`config.mk`:
```
export PLATFORM = sky130hd
export DESIGN_NAME = bopm_top
export DESIGN_NICKNAME = d
export VERILOG_FILES = /design/src/bopm_pkg.sv /design/src/bopm_optdec.sv /design/src/bopm_regfile.sv /design/src/bopm_top.sv
export SDC_FILE = /design/constraint.sdc
export NUM_CORES = 2
export LEC_CHECK = 0
export BUFFER_PORTS_ARGS = -buffer_cell sky130_fd_sc_hd__clkbuf_2
export CAP_MARGIN = 40
export CORE_AREA = 5 5 572 518
export CTS_BUF_LIST = sky130_fd_sc_hd__clkbuf_8 sky130_fd_sc_hd__clkbuf_16
export DETAILED_ROUTE_END_ITERATION = 8
export DIE_AREA = 0 0 577 523
export GPL_TIMING_DRIVEN = 0
export HOLD_SLACK_MARGIN = 0.08
export PLACE_DENSITY = 0.54
export SLEW_MARGIN = 20
export SYNTH_ARGS = -nofsm -noshare
export SYNTH_HDL_FRONTEND = slang
export SYNTH_HIERARCHICAL = 1
export SYNTH_SLANG_ARGS = --single-unit
export TNS_END_PERCENT = 10
```
`constraint.sdc`:
```
create_clock -name i_clock -period 3.98 [get_ports i_clock]
set_input_delay 0.199 -clock i_clock [delete_from_list [all_inputs] [get_ports i_clock]]
set_output_delay 0.199 -clock i_clock [all_outputs]
set_load 0.005 [all_outputs]
```
`src/bopm_pkg.sv`:
```
// Purpose: Shared constants and decode functions for the boot option and program map block
// Assumes: 16-bit program addresses, option bytes fetched one byte per flash read
// Notes:   Register offsets are byte addresses on a 32-bit AHB-Lite bus
package bopm_pkg;
    // ==========================================================
    // Program map
    localparam logic [15:0] BOPM_VEC_AREA_LAST = 16'h00ff;
    localparam logic [15:0] BOPM_DEFAULT_VEC = 16'h0100;
    localparam logic [15:0] BOPM_ISP_START = 16'h0100;
    localparam logic [15:0] BOPM_OPT_ADDR_LO = 16'h003c;
    localparam logic [15:0] BOPM_OPT_ADDR_3E = 16'h003e;
    localparam logic [15:0] BOPM_OPT_ADDR_3F = 16'h003f;
    localparam logic [15:0] BOPM_FLASH_BYTES = 16'h4000;
    // ==========================================================
    // Option byte fields
    localparam int BOPM_ISP_OFF_BIT = 7;
    localparam int BOPM_VSEL_HI = 6;
    localparam int BOPM_VSEL_LO = 5;
    localparam int BOPM_PROT_OFF_BIT = 2;
    localparam int BOPM_PSIZE_HI = 1;
    localparam int BOPM_PSIZE_LO = 0;
    localparam int BOPM_PINSEL_BIT = 0;
    localparam logic [7:0] BOPM_OPT_RESET = 8'hff;
    // ==========================================================
    // Register offsets
    localparam logic [7:0] BOPM_REG_OPT = 8'h00;
    localparam logic [7:0] BOPM_REG_MAP = 8'h04;
    localparam logic [7:0] BOPM_REG_PIO = 8'h08;
    localparam logic [7:0] BOPM_REG_PGM = 8'h0c;
    localparam int BOPM_PIO_OUT_BIT = 0;
    localparam int BOPM_PIO_OE_BIT = 1;
    localparam int BOPM_PIO_IN_BIT = 2;
    localparam int BOPM_PGM_REF_BIT = 0;
    // ==========================================================
    // Register file sizes
    localparam int BOPM_RF_BYTES = 320;
    localparam int BOPM_DISP_BYTES = 22;
    localparam logic [7:0] BOPM_SET_BASE = 8'hc0;

    // Start address after reset for a vector select code
    function automatic logic [15:0] bopm_vec(input logic [1:0] sel);
        case (sel)
            2'b00: bopm_vec = 16'h0200;
            2'b01: bopm_vec = 16'h0300;
            2'b10: bopm_vec = 16'h0500;
            default: bopm_vec = 16'h0900;
        endcase
    endfunction
endpackage

```
`src/bopm_optdec.sv`:
```
// Purpose: Decodes latched option bytes into reset vector, programming area and protection
// Assumes: Option bytes are stable after the loader finishes
// Notes:   Purely combinational
`timescale 1ns/1ps
`default_nettype none
module bopm_optdec
    import bopm_pkg::*;
(
    input wire logic [7:0] i_opt3e,
    input wire logic [7:0] i_opt3f,
    output logic o_isp_en,
    output logic [15:0] o_reset_vec,
    output logic [15:0] o_isp_last,
    output logic o_prot_en,
    output logic [15:0] o_prot_last,
    output logic o_ext_reset_sel
);
    logic [1:0] vsel;
    logic [1:0] psel;
    assign vsel = i_opt3e[BOPM_VSEL_HI:BOPM_VSEL_LO];
    assign psel = i_opt3e[BOPM_PSIZE_HI:BOPM_PSIZE_LO];
    assign o_isp_en = ~i_opt3e[BOPM_ISP_OFF_BIT];
    assign o_reset_vec = o_isp_en ? bopm_vec(vsel) : BOPM_DEFAULT_VEC;
    assign o_isp_last = o_reset_vec - 16'h0001;
    assign o_prot_en = ~i_opt3e[BOPM_PROT_OFF_BIT];
    assign o_prot_last = bopm_vec(psel) - 16'h0001;
    assign o_ext_reset_sel = i_opt3f[BOPM_PINSEL_BIT];
endmodule // bopm_optdec
`default_nettype wire

```
`src/bopm_regfile.sv`:
```
// Purpose: Core-facing 8-bit register file with mode-expanded upper area and display bytes
// Assumes: One access per cycle, read data one cycle later
// Notes:   Upper 64 bytes map to a separate 64-byte bank when i_set2 is set
`timescale 1ns/1ps
`default_nettype none
module bopm_regfile
    import bopm_pkg::*;
(
    input wire logic i_clock,
    input wire logic i_rst_n,
    input wire logic [7:0] i_addr,
    input wire logic i_set2,
    input wire logic i_disp,
    input wire logic i_we,
    input wire logic [7:0] i_wdata,
    output logic [7:0] o_rdata
);
    logic [7:0] mem [0:BOPM_RF_BYTES-1];
    logic [7:0] disp [0:BOPM_DISP_BYTES-1];
    logic [8:0] idx;
    logic disp_ok;
    assign idx = (i_set2 && i_addr >= BOPM_SET_BASE) ? {1'b1, 2'b00, i_addr[5:0]} : {1'b0, i_addr};
    assign disp_ok = {24'h0, i_addr} < BOPM_DISP_BYTES;

    always_ff @(posedge i_clock) begin
        if (i_we && !i_disp) begin
            mem[idx] <= i_wdata;
        end
        if (i_we && i_disp && disp_ok) begin
            disp[i_addr[4:0]] <= i_wdata;
        end
    end

    always_ff @(posedge i_clock) begin
        if (!i_rst_n) begin
            o_rdata <= 8'h00;
        end else if (i_disp) begin
            o_rdata <= disp_ok ? disp[i_addr[4:0]] : 8'h00;
        end else begin
            o_rdata <= mem[idx];
        end
    end
endmodule // bopm_regfile
`default_nettype wire

```
`src/bopm_top.sv`:
```
// Purpose: Boot option loader, program memory map and flash access gate
// Assumes: Flash returns i_flash_rdata one cycle after o_flash_addr
// Notes:   Core fetch is held off until the option bytes are latched
`timescale 1ns/1ps
`default_nettype none
module bopm_top
    import bopm_pkg::*;
(
    input wire logic i_clock,
    input wire logic i_rst_n,
    // AHB-Lite slave
    input wire logic i_hsel,
    input wire logic [31:0] i_haddr,
    input wire logic [1:0] i_htrans,
    input wire logic i_hwrite,
    input wire logic [2:0] i_hsize,
    input wire logic [31:0] i_hwdata,
    input wire logic i_hready,
    output logic [31:0] o_hrdata,
    output logic o_hreadyout,
    output logic o_hresp,
    // Flash array
    output logic [13:0] o_flash_addr,
    input wire logic [7:0] i_flash_rdata,
    // Core fetch port
    input wire logic i_core_req,
    input wire logic [15:0] i_core_addr,
    output logic o_core_ready,
    output logic o_core_rvalid,
    output logic [7:0] o_core_rdata,
    output logic o_core_fault,
    output logic o_core_in_vec_area,
    output logic [15:0] o_reset_vec,
    output logic o_boot_done,
    // Store requests from program_memory_store_instr
    input wire logic i_pgm_req,
    input wire logic i_pgm_erase,
    input wire logic [15:0] i_pgm_addr,
    output logic o_pgm_accept,
    output logic o_pgm_refused,
    // Map status
    output logic o_isp_en,
    output logic [15:0] o_isp_last,
    output logic o_prot_en,
    // Shared pin
    input wire logic i_port0_bit2_io,
    output logic o_port0_bit2_io,
    output logic o_port0_bit2_io_oe,
    output logic o_pin_pullup_en,
    output logic o_ext_reset_in_n,
    // Register file bus
    input wire logic [7:0] i_rf_addr,
    input wire logic i_rf_set2,
    input wire logic i_rf_disp,
    input wire logic i_rf_we,
    input wire logic [7:0] i_rf_wdata,
    output logic [7:0] o_rf_rdata
);
    // ==========================================================
    // Option loader
    typedef enum logic [2:0] {
        BOPM_LD_START = 3'b000,
        BOPM_LD_WAIT3E = 3'b001,
        BOPM_LD_WAIT3F = 3'b010,
        BOPM_LD_DONE = 3'b011
    } bopm_ld_e;

    bopm_ld_e ld_state;
    bopm_ld_e next_ld_state;
    logic [7:0] opt3e;
    logic [7:0] opt3f;
    logic boot_done;

    always_comb begin
        case (ld_state)
            BOPM_LD_START: next_ld_state = BOPM_LD_WAIT3E;
            BOPM_LD_WAIT3E: next_ld_state = BOPM_LD_WAIT3F;
            BOPM_LD_WAIT3F: next_ld_state = BOPM_LD_DONE;
            BOPM_LD_DONE: next_ld_state = BOPM_LD_DONE;
            default: next_ld_state = BOPM_LD_START;
        endcase
    end

    // Flash answers a cycle late, so each byte lands one state after its address
    // latch once per reset
    always_ff @(posedge i_clock) begin
        if (!i_rst_n) begin
            ld_state <= BOPM_LD_START;
            opt3e <= BOPM_OPT_RESET;
            opt3f <= BOPM_OPT_RESET;
        end else begin
            ld_state <= next_ld_state;
            if (ld_state == BOPM_LD_WAIT3E) begin
                opt3e <= i_flash_rdata;
            end
            if (ld_state == BOPM_LD_WAIT3F) begin
                opt3f <= i_flash_rdata;
            end
        end
    end
    assign boot_done = (ld_state == BOPM_LD_DONE);
    assign o_boot_done = boot_done;

    // ==========================================================
    // Option decode
    logic isp_en;
    logic [15:0] reset_vec;
    logic [15:0] isp_last;
    logic prot_en;
    logic [15:0] prot_last;
    logic ext_reset_sel;

    bopm_optdec u_optdec (
        .i_opt3e(opt3e),
        .i_opt3f(opt3f),
        .o_isp_en(isp_en),
        .o_reset_vec(reset_vec),
        .o_isp_last(isp_last),
        .o_prot_en(prot_en),
        .o_prot_last(prot_last),
        .o_ext_reset_sel(ext_reset_sel)
    );
    assign o_reset_vec = boot_done ? reset_vec : BOPM_DEFAULT_VEC;
    assign o_isp_en = isp_en;
    assign o_isp_last = isp_last;
    assign o_prot_en = prot_en;

    // ==========================================================
    // Flash address and core fetch
    logic core_take;
    logic core_in_range;
    logic fetch_pend;
    logic fetch_fault;
    logic [13:0] ld_addr;

    assign core_in_range = i_core_addr < BOPM_FLASH_BYTES;
    assign o_core_ready = boot_done;
    assign core_take = i_core_req && boot_done;
    assign ld_addr = (ld_state == BOPM_LD_START) ? BOPM_OPT_ADDR_3E[13:0] : BOPM_OPT_ADDR_3F[13:0];
    assign o_flash_addr = boot_done ? i_core_addr[13:0] : ld_addr;
    assign o_core_in_vec_area = i_core_addr <= BOPM_VEC_AREA_LAST;

    always_ff @(posedge i_clock) begin
        if (!i_rst_n) begin
            fetch_pend <= 1'b0;
            fetch_fault <= 1'b0;
            o_core_rvalid <= 1'b0;
            o_core_rdata <= 8'h00;
            o_core_fault <= 1'b0;
        end else begin
            fetch_pend <= core_take;
            fetch_fault <= core_take && !core_in_range;
            o_core_rvalid <= fetch_pend;
            o_core_fault <= fetch_pend && fetch_fault;
            // Out of range fetches return ff together with the fault pulse
            if (fetch_pend) begin
                o_core_rdata <= fetch_fault ? 8'hff : i_flash_rdata;
            end
        end
    end

    // ==========================================================
    // Store gate
    logic pgm_in_prot;
    logic pgm_refuse;
    logic ref_flag;
    logic ref_clear;

    assign pgm_in_prot = i_pgm_addr >= BOPM_ISP_START && i_pgm_addr <= prot_last;
    assign pgm_refuse = i_pgm_req && (!boot_done || (prot_en && pgm_in_prot));

    always_ff @(posedge i_clock) begin
        if (!i_rst_n) begin
            o_pgm_accept <= 1'b0;
            o_pgm_refused <= 1'b0;
            ref_flag <= 1'b0;
        end else begin
            o_pgm_accept <= i_pgm_req && !pgm_refuse;
            o_pgm_refused <= pgm_refuse;
            // A refusal in the clearing cycle wins over the clear
            ref_flag <= pgm_refuse | (ref_flag & ~ref_clear);
        end
    end

    // ==========================================================
    // Shared pin
    logic pio_out;
    logic pio_oe;

    assign o_pin_pullup_en = ext_reset_sel;
    assign o_ext_reset_in_n = ext_reset_sel ? i_port0_bit2_io : 1'b1;
    assign o_port0_bit2_io = pio_out;
    assign o_port0_bit2_io_oe = pio_oe && !ext_reset_sel;

    // ==========================================================
    // AHB-Lite slave
    logic ap_valid;
    logic ap_write;
    logic [7:0] ap_addr;
    logic take_ap;
    logic wr_pio;
    logic [31:0] rd_mux;

    assign take_ap = i_hsel && i_htrans[1] && i_hready;
    assign o_hreadyout = 1'b1;
    assign o_hresp = 1'b0;
    assign wr_pio = ap_valid && ap_write && ap_addr == BOPM_REG_PIO;
    assign ref_clear = ap_valid && ap_write && ap_addr == BOPM_REG_PGM && i_hwdata[BOPM_PGM_REF_BIT];

    always_ff @(posedge i_clock) begin
        if (!i_rst_n) begin
            ap_valid <= 1'b0;
            ap_write <= 1'b0;
            ap_addr <= 8'h00;
        end else begin
            ap_valid <= take_ap;
            ap_write <= i_hwrite;
            ap_addr <= {i_haddr[7:2], 2'b00};
        end
    end

    always_ff @(posedge i_clock) begin
        if (!i_rst_n) begin
            pio_out <= 1'b0;
            pio_oe <= 1'b0;
        end else if (wr_pio) begin
            pio_out <= i_hwdata[BOPM_PIO_OUT_BIT];
            pio_oe <= i_hwdata[BOPM_PIO_OE_BIT];
        end
    end

    always_comb begin
        case (ap_addr)
            BOPM_REG_OPT: rd_mux = {15'h0000, boot_done, opt3f, opt3e};
            BOPM_REG_MAP: rd_mux = {isp_last, reset_vec};
            BOPM_REG_PIO: rd_mux = {29'h0, i_port0_bit2_io, pio_oe, pio_out};
            BOPM_REG_PGM: rd_mux = {28'h0, ext_reset_sel, prot_en, isp_en, ref_flag};
            default: rd_mux = 32'h0000_0000;
        endcase
    end
    assign o_hrdata = (ap_valid && !ap_write) ? rd_mux : 32'h0000_0000;

    // ==========================================================
    // Register file
    // expanded register space
    bopm_regfile u_regfile (
        .i_clock(i_clock),
        .i_rst_n(i_rst_n),
        .i_addr(i_rf_addr),
        .i_set2(i_rf_set2),
        .i_disp(i_rf_disp),
        .i_we(i_rf_we),
        .i_wdata(i_rf_wdata),
        .o_rdata(o_rf_rdata)
    );

    // ==========================================================
    // Checks
    a_boot_three_cycles: assert property (@(posedge i_clock)
        $rose(i_rst_n) |-> !boot_done [*3] ##1 boot_done)
        else $error("Option load did not finish three cycles after reset");
    a_options_stable: assert property (@(posedge i_clock) disable iff (!i_rst_n)
        boot_done && $past(boot_done) |-> $stable(opt3e) && $stable(opt3f))
        else $error("Option bytes changed after load");
    a_default_vector: assert property (@(posedge i_clock) disable iff (!i_rst_n)
        boot_done && opt3e[BOPM_ISP_OFF_BIT] |-> o_reset_vec == 16'h0100)
        else $error("Default vector not 0100h");
    a_isp_vector: assert property (@(posedge i_clock) disable iff (!i_rst_n)
        boot_done && !opt3e[BOPM_ISP_OFF_BIT] && opt3e[6:5] == 2'b11 |-> o_reset_vec == 16'h0900
        && o_isp_last == 16'h08ff)
        else $error("Vector select 11 not 0900h");
    a_vsel_zero: assert property (@(posedge i_clock) disable iff (!i_rst_n)
        boot_done && !opt3e[7] && opt3e[6:5] == 2'b00 |-> o_reset_vec == 16'h0200)
        else $error("Vector select 00 not 0200h");
    a_prot_refuse: assert property (@(posedge i_clock) disable iff (!i_rst_n)
        boot_done && i_pgm_req && !opt3e[2] && i_pgm_addr == 16'h0100 |=> o_pgm_refused && !o_pgm_accept)
        else $error("Protected store not refused");
    a_prot_off: assert property (@(posedge i_clock) disable iff (!i_rst_n)
        boot_done && i_pgm_req && opt3e[2] |=> o_pgm_accept)
        else $error("Store refused with protection off");
    a_fetch_latency: assert property (@(posedge i_clock) disable iff (!i_rst_n)
        core_take |-> ##2 o_core_rvalid)
        else $error("Fetch answer not two cycles after request");
    a_fetch_range: assert property (@(posedge i_clock) disable iff (!i_rst_n)
        core_take && i_core_addr >= 16'h4000 |-> ##2 o_core_fault)
        else $error("Out of range fetch not flagged");
    a_pin_select: assert property (@(posedge i_clock) disable iff (!i_rst_n)
        ext_reset_sel |-> o_pin_pullup_en && !o_port0_bit2_io_oe)
        else $error("Reset pin mode drives the pin");
    a_pin_port: assert property (@(posedge i_clock) disable iff (!i_rst_n)
        !ext_reset_sel |-> !o_pin_pullup_en && o_ext_reset_in_n)
        else $error("Port mode still acts as reset input");
    a_load_addr: assert property (@(posedge i_clock) disable iff (!i_rst_n)
        !boot_done |-> o_flash_addr == BOPM_OPT_ADDR_3E[13:0] || o_flash_addr == BOPM_OPT_ADDR_3F[13:0])
        else $error("Loader read outside the two option bytes");
    a_vec_stable: assert property (@(posedge i_clock) disable iff (!i_rst_n)
        boot_done && $past(boot_done) |-> $stable(o_reset_vec))
        else $error("Reset vector changed after load");
    a_early_refuse: assert property (@(posedge i_clock) disable iff (!i_rst_n)
        i_pgm_req && !boot_done |=> o_pgm_refused)
        else $error("Store accepted before options were loaded");
    a_store_onehot: assert property (@(posedge i_clock) disable iff (!i_rst_n)
        !(o_pgm_accept && o_pgm_refused))
        else $error("Store both accepted and refused");
    a_fault_data: assert property (@(posedge i_clock) disable iff (!i_rst_n)
        o_core_fault |-> o_core_rvalid && o_core_rdata == 8'hff)
        else $error("Out of range fetch answer malformed");

    // ==========================================================
    // Coverage
    c_boot_isp: cover property (@(posedge i_clock) disable iff (!i_rst_n) boot_done && isp_en);
    c_refused: cover property (@(posedge i_clock) disable iff (!i_rst_n) o_pgm_refused);
    c_fetch: cover property (@(posedge i_clock) disable iff (!i_rst_n) o_core_rvalid && !o_core_fault);
    c_erase_refused: cover property (@(posedge i_clock) disable iff (!i_rst_n)
        i_pgm_req && i_pgm_erase ##1 o_pgm_refused);
    c_pio_write: cover property (@(posedge i_clock) disable iff (!i_rst_n) wr_pio && i_hwdata[BOPM_PIO_OE_BIT]);
endmodule // bopm_top
`default_nettype wire

```
==> results.ini <==
[status]
status=complete, but fails checks
violations=setup timing

[synthesis]
synthAdderAreaFrac_pct=0.2056
synth_area_per_cell_um2=20.80
ys.warnings.count=6
yosys-mux-area-fraction_pct=16.56
yosysUniqueCellTypes=70
synth_top_family_by_area=multiplexers
synth_edf_count=2736
synth-seq-area-share_pct=75.94
async_reset_ff_share_pct=0
synth_top_flop_cell=edfxtp_1
synth_area_um2=109500
synth_simple_gate_area_share_pct=3.338
synth-xor-area-share_pct=0.007996
synth_compound_area_share_pct=2.071
synth_cells=5265
ys_ff_latch=2787

[critical_path]
critical_path.max_fanout=11
arrival_ns=5.19
end_kind=flop
cp-start-kind=input port
rr_worst_depth=11
critical_path_class=input port to flop
crit_required_ns=4.73
r2r_end=o_pgm_accept
critPathMaxStageDelay_ns=0.50
r2r_start=opt3e[1]
cpMaxStageDelayCell=a21oi_2
rrSetupSlack_ns=0.41
crit_chain=buf_2 -> buf_6 -> buf_6 -> buf_4 -> buf_2 -> buf_12 -> buf_4 -> mux2i_1 -> a32oi_1 -> nand3_1 -> nand3_1 -> o211ai_1 -> a21oi_2

[place]
place_congestion=0.9747
port_buffers=153
dpl.hpwl_um=320800

[cts]
cts_sinks=2787
cts_buffer_depth=4
clock_latency_ns=0.88
cts_root_buf=clkbuf_16
tritoncts=built
h-tree-depth=5
clkTransAtPathRegs_ns=0.06
cts_buffers=292

[worst_hold_path]
min_to=ref_flag
hp-start=i_pgm_addr[2]
hp-class=input port to flop
worstHoldPathCells=6

[sta]
maxSlewHeadroom_pct=23.77
hold_violations=0
setup_viol=343
finalCritPeriodShare_pct=111.5
tightest_slew_ns=1.127
hold_ws_ns=0.1351
skew_ns=0.05527
period_needed_ns=4.437
slew_viol_final=0
setup_ws_ns=-0.4574
fmax_mhz=225.4
final.setup.tns_ns=-31.93
rsz0062_at_grt=yes

[drt]
vias=64972
via_per_inst=6.264
postRouteAntennaNets=0
drt_iter0_drc=11965
detail_route.wl_per_cell_um=43.79
drc_errors=0
drt-pass1-iter-count=8
drt-total-wl_um=454200

[floorplanning]
start_util_pct=37.80
num_io_pins=246
num_rows=188
die_h_um=523
dieWidth_um=577
die-area_um2=301800
coreArea_um2=289800

[global_route]
grt_pass1_vias=60380
antenna_found_initial=48
grt_util_all_layers_pct=29.50
overflow=0
grt_pass1_wl_um=585600
grt_max_degree=121

[power_and_ir_drop]
p_sw_mw=14.95
ir_drop_v=0.0003593
sw_frac_of_total_pct=23.62
p_leak_nw=42.96
combPwrFrac_pct=7.7
p_seq_share_pct=51.0
internal-power_mw=48.34
pwr-share-clk_pct=41.3
pwr_density_cell_nw_per_um2=482.6

[final_layout]
regArea_um2=83180
area_delta_synth_final_pct=19.72
multi_input_area_um2=24990
fin_nets=6389
fillerInstances=24735
post-route-util_pct=45.25
drive_gt1_share_pct=32.51

[flow_run]
maxCapViolations=0

==> worst max-delay path by stage <==
| stage | start | to | slack [ns] |
|---|---|---|---|
| floorplan | i_rf_addr[0] | u_regfile/disp[12][0] | 0.96 |
| global placement | i_rf_addr[2] | u_regfile/mem[164][6] | -4.26 |
| detailed placement | i_rf_addr[1] | u_regfile/mem[72][4] | -2.37 |
| CTS | i_rf_addr[0] | u_regfile/mem[85][2] | -0.07 |
| global route | i_rf_addr[0] | u_regfile/mem[171][2] | -0.07 |
| finish | i_rf_addr[2] | u_regfile/o_rdata[4] | -0.46 |
==> worst max-delay path: cells and delay by family <==
family | cells | cell delay (ns)
buffers and inverters | 7 | 2.76
AO/OA/AOI/OAI | 3 | 1.27
AND/OR/NAND/NOR | 2 | 0.51
multiplexers | 1 | 0.24
==> routing by layer <==
metal	global-route usage [%]	vias to the layer above	wire, µm
met5	0	-	66
met4	16.79	10	32570
met3	10.08	1096	63750
met2	42.59	5499	193100
met1	39.08	34651	164700
li1	-	23716	-
==> layout make-up <==
class | count | share of cell area [%]
Buffer | 350 | 1.669
Sequential cell | 2787 | 63.43
Timing Repair Buffer | 650 | 5.154
Inverter | 28 | 0.08301
Multi-Input combinational cell | 2125 | 19.06
Tap cell | 3895 | 3.716
Clock buffer | 307 | 5.798
Antenna cell | 21 | 0.04007
Clock inverter | 209 | 1.050
==> state kept, by name, indices dropped and copies added (netlist names), 2 cells and up <==
signal / flops
ap_addr: 6
u_regfile/disp: 176
u_regfile/mem: 2560
opt3e: 8
opt3f: 8
o_core_rdata: 8
ld_state: 2
u_regfile/o_rdata: 8
==> power by group through the flow <==
stage	logic (mW)	clock network, mW	registers [mW]
floorplan	1.71	0	32.9
detailed placement	4.59	0	32.9
global route	4.81	27.6	32.3
CTS	4.67	26.4	32.3
finish	4.86	26.1	32.3
global placement	4.20	0	33.2
==> kinds of logic (layout without fill, tap and decap cells) <==
| family | count (synthesis) | in the layout |
|---|---|---|
| DFF | 2787 | 2787 |
| muxes | 931 | 931 |
| and+or+nand+nor | 816 | 816 |
| buffers and inverters | 385 | 1544 |
| AOI/OAI and AO/OA | 323 | 323 |
| adders and majority gates | 18 | 18 |
| other | 4 | 57 |
| xor gates and xnor gates | 1 | 1 |
==> what timing repair did <==
| action | in CTS | in global routing |
|---|---|---|
| setup endpoints to repair | 2724 | 188 |
| pin swaps | 4 | 2 |
| hold buffers | 60 | 0 |
| resized for setup | 135 | 16 |
| setup buffers | 4 | 0 |
| endpoints found under the hold margin | 578 | 0 |
==> cells in the final DEF, fill, tap and decap left out, types with 16 or more instances in the layout <==
master,synthesis,final
inv_1,26,95
dlygate4sd3_1,0,60
ha_1,18,18
nand4_1,18,18
clkbuf_8,0,17
mux2i_1,212,212
clkbuf_2,0,175
nand2b_1,16,16
o21ai_0,37,35
buf_16,0,60
dfxtp_1,51,51
a211oi_1,21,18
nand3_1,56,47
conb_1,4,36
mux4_2,703,703
nor2b_1,32,31
buf_4,75,371
edfxtp_1,2736,2736
buf_6,17,64
clkbuf_16,0,300
nand2_1,176,173
nor3_2,0,34
diode_2,0,21
mux2_2,16,16
a22oi_1,64,64
buf_2,126,104
nor2_1,379,318
and2_1,30,30
clkinv_2,0,47
buf_12,2,57
a21oi_1,64,62
nor2_2,0,54
clkinv_1,0,57
and3_1,29,29
clkbuf_1,110,76
==> cell usage after synthesis, types with 26 or more instances <==
cell / count / share of area (%)
edfxtp_1: 2736 / 75
mux4_2: 703 / 14
nor2_1: 379 / 1.3
mux2i_1: 212 / 1.9
nand2_1: 176 / 0.60
buf_2: 126 / 0.58
clkbuf_1: 110 / 0.38
buf_4: 75 / 0.51
a21oi_1: 64 / 0.29
a22oi_1: 64 / 0.44
nand3_1: 56 / 0.26
dfxtp_1: 51 / 0.93
nor3_1: 44 / 0.20
o21ai_0: 37 / 0.17
nor2b_1: 32 / 0.18
and2_1: 30 / 0.17
and3_1: 29 / 0.17
buf_1: 27 / 0.093
inv_1: 26 / 0.089
==> stage by stage <==
step / cells / power, mW / setup slack, ns / area, µm²
final: 10372 / 63.28 / -0.4574 / 131100
after global routing: 10353 / 64.65 / -0.06891 / 131100
after CTS: 10280 / 63.32 / -0.06740 / 130400
after detailed placement: 9706 / 37.51 / -2.374 / 120400
after global placement: 9345 / 37.35 / -4.263 / 115300
after floorplan: 5297 / 34.62 / 0.9626 / 109700
Note: power is estimated with default switching activity, not from simulation.
